===== src/logic/brake_mon_pkg.sv =====
/*
 Package for the per-axis braking ramp monitor channel.
 Assumes a single monitoring clock and unsigned speed magnitudes.
*/
package brake_mon_pkg;
	localparam int unsigned SPEED_W   = 16;             // Speed magnitude width
	localparam int unsigned SEL_W     = 8;              // Safety input width
	localparam int unsigned CAM_W     = 4;              // Output cam count
	localparam int unsigned WIN_W     = 16;             // Discrepancy window width
	localparam logic [SPEED_W-1:0] SPEED_ZERO = 16'h0000; // Limit value while idle
	localparam logic [WIN_W-1:0]   WIN_ZERO   = 16'h0000; // Discrepancy count reset

	// Configuration set, one per channel
	typedef struct packed {
		logic [SPEED_W-1:0] ramp_speed_tolerance;
		logic [SPEED_W-1:0] freeze_speed_threshold;
		logic [WIN_W-1:0]   discrepancy_cycles;
	} monitor_cfg_t;

	// Stop requests raised by the channel
	typedef struct packed {
		logic stop_a;
		logic stop_f;
	} stop_out_t;

	typedef enum logic [1:0] {
		RAMP_IDLE,
		RAMP_TRACK,
		RAMP_FROZEN
	} ramp_state_t;
endpackage


===== src/logic/safe_braking_ramp_monitor.sv =====
/*
 One monitoring channel of one axis: braking ramp monitor, safety
 input selection, safety output status and crosswise comparison.
 Assumes the twin channel delivers its inputs and results on the same
 monitoring clock; pins from outside pass a two-flop synchroniser.
*/
`timescale 1ns/1ps

// Function
// - Stop B or C arms monitor automatically
// - Violation raises stop A at once
// - Arming loads limit as speed plus tolerance
// - Each cycle compare, track limit downward
// - Below freeze threshold, hold threshold plus tolerance
// - Both channels instantiate, own parameter sets
// - Own safety inputs and outputs per channel
// - Inputs select functions, outputs report status
// - Selection independent of machine operating mode
// - Crosswise difference raises stop F
// - Logic zero is the fail-safe state
// - Fieldbus signals only via safe logic
// - Tolerate channel difference within window
module safe_braking_ramp_monitor
	import brake_mon_pkg::*;
(
	// Clock and reset
	input  wire logic               clk_sys_i,
	input  wire logic               reset_n_i,
	// Stop requests and measured speed
	input  wire logic               stop_bc_req_i,
	input  wire logic [SPEED_W-1:0] actual_speed_i,
	// Own parameter set
	input  wire monitor_cfg_t       cfg_i,
	// Safety input signals from own hardware path and from safe logic
	input  wire logic [SEL_W-1:0]   safety_input_pin_i,
	input  wire logic [SEL_W-1:0]   safety_input_logic_i,
	input  wire logic               fieldbus_mode_i,
	input  wire logic [CAM_W-1:0]   cam_state_i,
	// Twin channel results
	input  wire logic [SEL_W-1:0]   twin_input_i,
	input  wire logic               twin_violation_i,
	// Outputs
	output logic [SEL_W-1:0]        safety_input_signal_o,
	output logic [SEL_W+CAM_W:0]    safety_output_signal_o,
	output logic                    violation_o,
	output stop_out_t               stop_o,
	output logic [SPEED_W-1:0]      speed_limit_o
);

	// Synchroniser for the pin path; first stage read only by second
	logic [SEL_W-1:0] pin_meta_q;
	logic [SEL_W-1:0] pin_sync_q;

	always_ff @(posedge clk_sys_i or negedge reset_n_i) begin
		if (!reset_n_i) begin
			pin_meta_q <= '0;
			pin_sync_q <= '0;
		end else begin
			pin_meta_q <= safety_input_pin_i;
			pin_sync_q <= pin_meta_q;
		end
	end

	// Saturating speed plus tolerance; wrap would lower the limit
	function automatic logic [SPEED_W-1:0] add_sat(input logic [SPEED_W-1:0] a,
	                                                 input logic [SPEED_W-1:0] b);
		logic [SPEED_W:0] s;
		s = {1'b0, a} + {1'b0, b};
		add_sat = s[SPEED_W] ? {SPEED_W{1'b1}} : s[SPEED_W-1:0];
	endfunction

	// Ramp state
	ramp_state_t      state_q, state_d;
	logic [SPEED_W-1:0] limit_q, limit_d;
	logic             viol_q, viol_d;     // Sticky until stop request leaves
	logic [SEL_W-1:0] sel_q, sel_d;       // Active safety input selection
	logic [WIN_W-1:0] disc_q, disc_d;     // Discrepancy cycle counter
	logic             stop_f_q, stop_f_d;
	logic [SEL_W+CAM_W:0] sout_q, sout_d;

	// Next state of the braking ramp monitor
	always_comb begin
		state_d = state_q;
		limit_d = limit_q;
		viol_d  = viol_q;
		case (state_q)
			RAMP_IDLE: begin
				viol_d  = 1'b0;
				limit_d = SPEED_ZERO;
				if (stop_bc_req_i) begin
					state_d = RAMP_TRACK;
					limit_d = add_sat(actual_speed_i, cfg_i.ramp_speed_tolerance);
				end
			end
			RAMP_TRACK: begin
				if (!stop_bc_req_i) begin
					state_d = RAMP_IDLE;
				end else begin
					if (actual_speed_i > limit_q) begin
						viol_d = 1'b1;
					end
					if (actual_speed_i < cfg_i.freeze_speed_threshold) begin
						state_d = RAMP_FROZEN;
						limit_d = add_sat(cfg_i.freeze_speed_threshold,
						                  cfg_i.ramp_speed_tolerance);
					end else if (add_sat(actual_speed_i, cfg_i.ramp_speed_tolerance)
					             < limit_q) begin
						// Limit only follows downward so a rise is caught at once
						limit_d = add_sat(actual_speed_i, cfg_i.ramp_speed_tolerance);
					end
				end
			end
			RAMP_FROZEN: begin
				if (!stop_bc_req_i) begin
					state_d = RAMP_IDLE;
				end else if (actual_speed_i > limit_q) begin
					viol_d = 1'b1;
				end
			end
			default: begin
				state_d = RAMP_IDLE;
			end
		endcase
	end

	// Selection, crosswise comparison and status outputs
	always_comb begin
		// Fieldbus attached sensors reach the channel only via safe logic
		sel_d = fieldbus_mode_i ? safety_input_logic_i : pin_sync_q;
		// No operating-mode gate: selection applies in every mode
		disc_d   = disc_q;
		stop_f_d = stop_f_q; // Held until reset, a crosswise stop is latched
		if ((sel_q != twin_input_i) || (viol_q != twin_violation_i)) begin
			if (disc_q >= cfg_i.discrepancy_cycles) begin
				stop_f_d = 1'b1;
			end else begin
				disc_d = disc_q + 16'h0001;
			end
		end else begin
			disc_d = WIN_ZERO;
		end
		// Status: cams, selection echo and monitor-ok; any fault drops all to 0
		if (viol_q || stop_f_q) begin
			sout_d = '0;
		end else begin
			sout_d = {1'b1, cam_state_i, sel_q};
		end
	end

	// Register all state except the pin synchroniser
	always_ff @(posedge clk_sys_i or negedge reset_n_i) begin
		if (!reset_n_i) begin
			state_q  <= RAMP_IDLE;
			limit_q  <= SPEED_ZERO;
			viol_q   <= 1'b0;
			sel_q    <= '0;
			disc_q   <= WIN_ZERO;
			stop_f_q <= 1'b0;
			sout_q   <= '0;
		end else begin
			state_q  <= state_d;
			limit_q  <= limit_d;
			viol_q   <= viol_d;
			sel_q    <= sel_d;
			disc_q   <= disc_d;
			stop_f_q <= stop_f_d;
			sout_q   <= sout_d;
		end
	end

	// Outputs straight from flip-flops
	assign safety_input_signal_o  = sel_q;
	assign safety_output_signal_o = sout_q;
	assign violation_o            = viol_q;
	assign stop_o.stop_a          = viol_q;
	assign stop_o.stop_f          = stop_f_q;
	assign speed_limit_o          = limit_q;
endmodule


===== config.mk =====
export PLATFORM = sky130hd
export DESIGN_NAME = safe_braking_ramp_monitor
export DESIGN_NICKNAME = d
export VERILOG_FILES = /design/src/logic/brake_mon_pkg.sv /design/src/logic/safe_braking_ramp_monitor.sv
export SDC_FILE = /design/constraint.sdc
export NUM_CORES = 1
export LEC_CHECK = 0
export ABC_AREA = 1
export BUFFER_PORTS_ARGS = -buffer_cell sky130_fd_sc_hd__buf_2
export CAP_MARGIN = 15
export CORE_ASPECT_RATIO = 1.25
export CORE_MARGIN = 1.5
export CORE_UTILIZATION = 30
export CTS_CLUSTER_SIZE = 14
export DETAILED_ROUTE_END_ITERATION = 7
export PLACE_DENSITY = 0.46
export SYNTH_ARGS = -nofsm -noshare
export SYNTH_HDL_FRONTEND = slang
export SYNTH_SLANG_ARGS = --single-unit

===== constraint.sdc =====
create_clock -name clk_sys_i -period 4.35 [get_ports clk_sys_i]
set_input_delay 1.305 -clock clk_sys_i [delete_from_list [all_inputs] [get_ports clk_sys_i]]
set_output_delay 1.305 -clock clk_sys_i [all_outputs]
set_load 0.02 [all_outputs]

; ---- Word level (Yosys, flattened, before mapping)
; Cells that the tools add are included.
[classes]
eq_ne = 12
magnitude_cmp = 4
reduce_logical = 10
n_mux = 19
n_addsub = 3
[ops]
columns = op, count
row1 = $mux 16, 8
row2 = $add 16x16->17, 2
row3 = $lt 16x16->1, 2
row4 = $pmux 16 s2, 1
row5 = $add 16x1->16 const B, 1
row6 = $ge 16x16->1, 1
row7 = $gt 16x16->1, 1
row8 = $mux 13, 1
row9 = $reduce_and 3->1, 3
row10 = $mux 2, 4
row11 = $mux 8, 1
row12 = $ne 2x2->1 const B, 4
row13 = $ne 8x8->1, 1
row14 = $ne 3x3->1 const B, 2
row15 = $pmux 2 s3, 1
row16 = $ne 2x1->1 const B, 2
row17 = $reduce_bool 2->1, 2
row18 = $eq 2x1->1 const B, 1
row19 = $eq 2x2->1 const B, 1
row20 = $logic_not 2->1, 1
row21 = $logic_or 1x1->1, 2
row22 = $mux 1, 2
row23 = $pmux 1 s2, 1
row24 = $reduce_and 2->1, 1
row25 = 2 further kinds, 2
[totals]
out_inout_bits = 40
register_bits = 73

; ---- Logic depth before layout (Yosys ltp)
; Gate-level depths: netlist of run 1.
[depth]
depth_word = 7
ltp_mapped = 26

; ---- Worst setup path before layout of run 1
; No wires, ideal clock.
[synth_timing]
kind = input port to flip-flop
start = input actual_speed_i[0]
end = register limit_q[10] (netlist: speed_limit_o[10])
n_path_buf = 1
cell_stages = 23
arrival_time_ps = 3914
path_slack_ps = 319
required_ps = 4233
cell_sequence = ha_1 -> fa_1 -> nand2_1 -> nand3_1 -> nand3_1 -> nand2_2 -> nand2_2 -> nand2_1 -> inv_1 -> o21ai_0 -> nor2_1 -> inv_1 -> ha_1 -> nand2_1 -> nor2_1 -> a211oi_1 -> o221a_2 -> nand2_1 -> nand2_2 -> nand2_4 -> buf_4 -> nand3_1 -> nand2_1
[synth_via]
elab_chain_cells = 6
word_cells_on_any_way = 11
[synth_lines]
columns = element, line
row1 = start: declaration, safe_braking_ramp_monitor.sv:31  ; input wire logic [SPEED_W-1:0] actual_speed_i,
row2 = "parallel branches: the longest is 6 deep, another holds $add 16x16->17", -
row3 = end signal: assignment, safe_braking_ramp_monitor.sv:162  ; limit_q <= limit_d;
row4 = end: declaration, safe_braking_ramp_monitor.sv:74  ; logic [SPEED_W-1:0] limit_q, limit_d;
; Several ways; the timed one is not identified. The select of a mux whose other input is x is not followed.
; A chain may end at the register's enable or synchronous reset.

; ---- Final worst setup path of run 1
[layout_timing]
start = input actual_speed_i[0]
end = register limit_q[3] (netlist: speed_limit_o[3])
; Same word-level chain as after synthesis.

==> key figures, run 1 <==
Timing
  • Hold Vio Cnt, Final: 0
  • Worst-margin pin slew: 0.942 ns
  • RSZ-0062 raised after global routing: no
  • Max-slew violation count: 0
  • Setup WS post-layout: 0.229 ns
  • Min Tclk post-route: 4.12 ns
  • Max Clock Skew: 0.00604 ns
  • Fmax: 243 MHz
  • Sum Neg Setup Slack: 0 ns
  • Worst relative slew slack: 37.2%
  • Setup violations, final: 0
  • Final Cycle Share: 94.7%

Yosys
  • Synthesized Nets: 1083
  • Synth Cell Area: 6490 µm²
  • Async set-reset flop share out of synthesis: 100%
  • Synth cell types: 42
  • Most area-consuming cells after synthesis: dfrtp_1 (28%), ha_1 (19%), nand2_1 (11%)
  • Seq/Total Area, Yosys: 28.2%
  • Share of the synthesized area in the top cell type: 28.2%
  • Cell taking the most area after synthesis: dfrtp_1
  • Ys flop type: dfrtp_1
  • Mapped Avg Cell Area: 7.33 µm²
  • Post-synth EDFFs: 0
  • Ys Warns: 0
  • Cell count after synthesis: 885
  • Number of synthesized register bits: 73

Finish
  • Area taken by multi-input logic gates: 4030 µm²
  • Antenna diodes: 0
  • FF/Latch Area: 1830 µm²
  • Area delta synth->final: 23.6%
  • Fill count: 2272
  • Share of cells above drive strength 1: 20.0%
  • Nets: 1245

Hold path
  • Worst hold path class: reg -> reg

Clock network
  • Post-CTS setup buffer count: 0
  • Clock root buffer: clkbuf_16
  • Max Root-Sink Buffers: 2
  • CTS clk-pin slew, worst paths: 0.06 ns
  • Worst-skew pair later-pin latency: 0.33 ns
  • CTS Hold Bufs: 0
  • Htree depth: 3
  • CTS tree: built
  • CTS buffer count: 9
  • Total clock sinks: 73
  • Post_cts resized: 0

Worst setup path
  • R2R Path End: disc_q[1]
  • CP Launch Point: actual_speed_i[0]
  • CP Capture Point: speed_limit_o[3]
  • Crit end category: register
  • CP startpoint kind: input port
  • Reg2reg start: disc_q[0]
  • Crit path max fanout: 11
  • Worst Path Required: 4.57 ns
  • R2r setup slk: 1.84 ns
  • Data arrival, critical path: 4.34 ns
  • Worst setup path class: in -> reg
  • Reg2reg path depth: 17

Power and ir drop
  • PwrDens: 460 nW/µm²
  • Comb pwr share: 51.9%
  • NetSw: 0.00163 W
  • Clk network pwr share: 21.4%
  • Peak VDD IR: 284 µV
  • Net Sw Frac: 44.1%
  • Sequential Power Share: 26.6%
  • Internal power: 0.00206 W
  • Pleak: 4.45 nW

Detailed routing
  • Drt pass-1 iters: 4
  • WL final: 18200 µm
  • WL per Instance: 13.7 µm
  • Via Count: 6115
  • Vias per cell: 4.61
  • DRT antenna net count: 0
  • DR DRC count: 0
  • DR iter-0 viols: 190

GRT
  • First-pass GRT wire length: 29200 µm
  • Antenna violations before repair: 0
  • Grt total ovfl: 0
  • Vias in the first global route: 5953
  • Largest net degree at the start of global routing: 74
  • Total GRT Usage: 16.3%

Floorplanning
  • # IOs: 137
  • Row Count: 59
  • Die span in y: 167 µm
  • Starting Density: 30.8%
  • Die width: 135 µm
  • Core box area: 21000 µm²
  • Die ar.: 22500 µm²

Job
  • Max cap viols: 0

Placed design
  • Final HPWL DP: 15400 µm
  • Port bufs: 136
  • Placer Congestion: 0.859
  • Dpl ws: -0.102 ns

Status
  • Status: completed
==> state kept, by name (all words and copies together), names as in the netlist <==
| name | flops |
|---|---|
| stop_f_q | 1 |
| safety_output_signal_o | 13 |
| speed_limit_o | 16 |
| pin_sync_q | 8 |
| disc_q | 16 |
| violation_o | 1 |
| state_q | 2 |
| pin_meta_q | 8 |
| safety_input_signal_o | 8 |
==> through the flow <==
step,hold WS [ns],util [%],cells,power [W],instance area (µm²)
after floorplan,0.331,-,885,0.00230,6490
after global placement,0.331,36.5,1310,0.00291,7680
after detailed placement,0.335,36.5,1310,0.00292,7680
after CTS,0.348,38.0,1326,0.00374,8000
after global routing,0.351,38.1,1326,0.00407,8020
final,0.347,38.1,1326,0.00369,8020
==> Yosys cell counts, types with 2 or more instances <==
| master | count |
|---|---|
| nand3_1 | 52 |
| or2_2 | 4 |
| inv_1 | 148 |
| nor2_1 | 69 |
| a22oi_1 | 4 |
| buf_4 | 4 |
| nand2_4 | 2 |
| nand2_1 | 189 |
| mux2_2 | 8 |
| dfrtp_1 | 73 |
| a221oi_1 | 2 |
| clkbuf_1 | 6 |
| xor2_1 | 19 |
| nor4_1 | 5 |
| nor3_1 | 19 |
| a211oi_1 | 3 |
| o211ai_1 | 2 |
| buf_2 | 4 |
| o21ai_0 | 51 |
| inv_2 | 4 |
| nand2_2 | 3 |
| fa_1 | 2 |
| ha_1 | 99 |
| nand4_1 | 7 |
| o22ai_1 | 2 |
| o21bai_1 | 6 |
| o21a_1 | 2 |
| and2_1 | 2 |
| a21o_1 | 5 |
| a21oi_1 | 54 |
| xnor2_1 | 10 |
| o21ai_1 | 4 |
| o31ai_1 | 5 |
| a31oi_1 | 8 |
==> final cells by class <==
cell class,count,share of cell area (%)
tap,274,4.27
clock inverter,6,1.15
multi-input combinational,645,50.2
inverter,152,7.11
sequential,73,22.8
clock buffer,10,2.85
timing repair buffer,166,11.6
==> cell usage in the layout, fill, tap and decap left out, types with 2 or more instances in the layout <==
master and instances:
a211oi_1 3, a21o_1 5, a21oi_1 54, a221oi_1 2
a22oi_1 4, a31oi_1 7, and2_1 2, buf_12 2
buf_2 135, buf_4 29, bufinv_16 2, clkbuf_16 9
clkinv_4 2, clkinvlp_4 2, dfrtp_1 73, fa_1 2
ha_1 99, inv_1 147, inv_2 5, mux2_2 8
nand2_1 189, nand2_2 3, nand3_1 52, nand4_1 7
nor2_1 69, nor3_1 18, nor3_2 2, nor4_1 5
o211ai_1 2, o21a_1 2, o21ai_0 50, o21ai_1 5
o21bai_1 6, o22ai_1 2, o31ai_1 5, or2_2 4
xnor2_1 10, xor2_1 19
==> routing by layer <==
layer / vias up / GRT usage, % / part of all wire [%]
met5: - / 0 / 0
met4: 0 / 3.93 / 1.3
met3: 14 / 1.60 / 2.8
met2: 115 / 30.6 / 52
met1: 2757 / 19.6 / 44
li1: 3229 / - / -
==> worst min path at each step <==
| stage | slack, ns | to | cells after the start | start |
|---|---|---|---|---|
| finish | 0.35 | pin_sync_q[3] | 0 | pin_meta_q[3] |
| global route | 0.35 | pin_sync_q[3] | 0 | pin_meta_q[3] |
| CTS | 0.35 | pin_sync_q[3] | 0 | pin_meta_q[3] |
| detailed placement | 0.33 | pin_sync_q[3] | 0 | pin_meta_q[3] |
| global placement | 0.33 | pin_sync_q[2] | 0 | pin_meta_q[2] |
| floorplan | 0.33 | pin_sync_q[0] | 0 | pin_meta_q[0] |
==> cell families after synthesis <==
family / share of synthesized area [%]
AO/OA/AOI/OAI: 13.5
XOR/XNOR: 3.92
adder cells (fa/ha/maj): 19.7
buffers and inverters: 10.1
flip-flops: 28.2
multiplexers: 1.39
AND/OR/NAND/NOR: 23.3
==> worst max-delay path, stage by stage <==
cell and delay, ns:
buf_2 0.10, ha_1 0.21, fa_1 0.39, nand2_1 0.10, nand3_1 0.10, nand3_1 0.10, nand2_2 0.11, nand2_2 0.08
nand2_1 0.07, buf_4 0.20, nor2_1 0.17, inv_1 0.06, ha_1 0.17, a21oi_1 0.18, nor2_1 0.06, a211oi_1 0.20
o221a_2 0.22, nand2_1 0.06, nand2_2 0.07, nand2_4 0.10, buf_12 0.15, nand3_1 0.06, nand2_1 0.07
==> power groups by stage <==
stage          logic [W]  clock network [W]  registers [W]
2_1_floorplan    0.00125                  0        0.00105
3_3_place_gp     0.00191                  0       0.000998
3_5_place_dp     0.00192                  0        0.00100
4_1_cts          0.00193           0.000818       0.000990
5_1_grt          0.00221           0.000844        0.00101
6_report         0.00192           0.000791       0.000983
(Power assumes the default switching activity.)
==> run 2, diff against run 1 <==
--- a/config.mk
+++ b/config.mk
@@ -13,7 +13,7 @@
 export CORE_UTILIZATION = 30
 export CTS_CLUSTER_SIZE = 14
 export DETAILED_ROUTE_END_ITERATION = 7
-export PLACE_DENSITY = 0.46
+export PLACE_DENSITY = 0.48
 export SYNTH_ARGS = -nofsm -noshare
 export SYNTH_HDL_FRONTEND = slang
 export SYNTH_SLANG_ARGS = --single-unit
==> constraint.sdc (replaced) <==
create_clock -name clk_sys_i -period 3.6 [get_ports clk_sys_i]
set_input_delay 1.08 -clock clk_sys_i [delete_from_list [all_inputs] [get_ports clk_sys_i]]
set_output_delay 1.08 -clock clk_sys_i [all_outputs]
set_load 0.02 [all_outputs]
==> key figures, run 2 (same netlist as run 1, synthesis figures left out) <==
Status
  • Status: complete, but fails checks
  • Violations in the final reports: setup timing

GRT
  • Antenna violations before repair: 0
  • Grt total ovfl: 0
  • Largest net degree at the start of global routing: 74
  • Vias in the first global route: 6452
  • First-pass GRT wire length: 30600 µm
  • Total GRT Usage: 16.9%

Worst setup path
  • CP Launch Point: cfg_i[32]
  • CP Cell Sequence: buf_8 -> ha_4 -> fa_2 -> nand2_2 -> nand3_2 -> nand3_2 -> nand2_4 -> nand2_4 -> nand2_4 -> inv_6 -> o21ai_2 -> nor2_2 -> inv_1 -> ha_1 -> nand2_2 -> nor2_1 -> a211oi_1 -> o221a_2 -> nand2_2 -> nand2_4 -> nand2_8 -> buf_6 -> nand3_2 -> nand2_1
  • Worst path bufs/invs: 4
  • CP dominant cell by count: nand2_4
  • Worst setup path class: in -> reg
  • Data arrival, critical path: 3.82 ns
  • Crit end category: register
  • Crit path max fanout: 6
  • CP peak stage delay: 0.36 ns
  • CP delay by family, top: simple AND/OR/NAND/NOR gates
  • Slowest cell on crit path: fa_2
  • Reg2reg start: state_q[1]
  • CP startpoint kind: input port
  • Worst Path Required: 3.81 ns

Clock network
  • Total clock sinks: 73
  • CTS tree: built
  • CTS Hold Bufs: 0
  • Worst-skew pair later-pin latency: 0.33 ns
  • CTS buffer count: 9
  • Htree depth: 3
  • Clock root buffer: clkbuf_16
  • Max Root-Sink Buffers: 2
  • CTS clk-pin slew, worst paths: 0.06 ns

Floorplanning
  • Die ar.: 22500 µm²
  • Core box area: 21000 µm²
  • Die span in y: 167 µm
  • # IOs: 137
  • Row Count: 59
  • Die width: 135 µm
  • Starting Density: 30.8%

Power and ir drop
  • PwrDens: 534 nW/µm²
  • Pleak: 4.95 nW
  • Peak VDD IR: 256 µV

Detailed routing
  • DRT antenna net count: 0
  • DR DRC count: 0
  • WL per Instance: 13.3 µm
  • Drt pass-1 iters: 4
  • Via Count: 6430
  • WL final: 18900 µm
  • DR iter-0 viols: 170
  • Vias per cell: 4.55

Finish
  • Final instance area: 9040 µm²
  • Most frequent cells in the layout: nand2_1 (179), inv_1 (147), buf_2 (133)
  • Share of cells above drive strength 1: 30.9%
  • Most common cell after layout, fill and taps aside: nand2_1
  • Layout Cells excl Fill: 1413
  • Nets: 1332
  • Area delta synth->final: 39.4%
  • Fin util: 43.0%
  • Antenna diodes: 0

Timing
  • Fmax: 277 MHz
  • Max-slew violation count: 0
  • Setup violations, final: 7
  • Final Cycle Share: 100%
  • RSZ-0062 raised after global routing: yes
  • Setup WS post-layout: -0.0105 ns
  • Worst-margin pin slew: 0.977 ns
  • Min Tclk post-route: 3.61 ns
  • Hold_ws: 0.344 ns
  • Worst relative slew slack: 34.7%
  • Hold Vio Cnt, Final: 0
  • Max Clock Skew: 0.00443 ns

Placed design
  • Post-Place Cells: 1381
  • Final HPWL DP: 15800 µm
  • Port bufs: 136
  • Placer Congestion: 0.811
  • Placed Area: 8210 µm²

Hold path
  • Worst hold path class: reg -> reg
  • Hold_sp: pin_meta_q[4]

Job
  • Max cap viols: 0
[run 2: cell types whose count changed in the layout (fill, tap and decap cells not counted), sizes merged]
cell | before | now
nand2 | 194 | 196
buf | 166 | 251
[run 2: final cells by class]
cell class,instances,area [µm²]
timing repair buffer,251,1580
fill,2292,12000
inverter,152,576
multi-input combinational,647,4390
tap,274,343
clock buffer,10,229
sequential,73,1830
clock inverter,6,92.6
[run 2: stage by stage]
| stage | power (W) | setup WS (ns) | setup TNS, ns |
|---|---|---|---|
| 2_1_floorplan | 0.00278 | -0.0587 | -0.585 |
| 3_3_place_gp | 0.00358 | -0.453 | -6.94 |
| 3_5_place_dp | 0.00361 | -0.517 | -7.93 |
| 4_1_cts | 0.00471 | -0.00489 | -0.0158 |
| 5_1_grt | 0.00531 | -0.182 | -2.62 |
| 6_report | 0.00483 | -0.0105 | -0.0303 |
[run 2: power breakdown]
group / switching (W) / total [W] / internal (W)
Sequential: 0.000191 / 0.00121 / 0.00101
Combinational: 0.00160 / 0.00268 / 0.00108
Clock: 0.000337 / 0.000946 / 0.000609
[run 2: routing by layer]
metal  vias to the layer above  routed length [µm]  global-route usage (%)
li1                       3410                   -                       -
met1                      2868                8230                    20.2
met2                       129                9810                    31.8
met3                        23                 508                    1.70
met4                         0                 308                    4.77
met5                         -                   0                       0
[run 2: final timing paths]
check / to / slack [ns] / cells after the start
max: speed_limit_o[14] / -0.01 / 24
min: pin_sync_q[4] / 0.34 / 0
max reg2reg: speed_limit_o[15] / 0.99 / 7
min reg2reg: pin_sync_q[4] / 0.34 / 0
max in group asynchronous: speed_limit_o[2] / 2.13 / 1
min in group asynchronous: disc_q[6] / 0.88 / 1
[run 2: what timing repair did]
| item | in CTS | in global routing |
|---|---|---|
| hold endpoints to repair | 0 | 0 |
| gates cloned | 0 | 2 |
| buffers inserted | 8 | 6 |
| pin swaps | 29 | 29 |
| setup endpoints to repair | 16 | 16 |
| resized for setup | 38 | 40 |
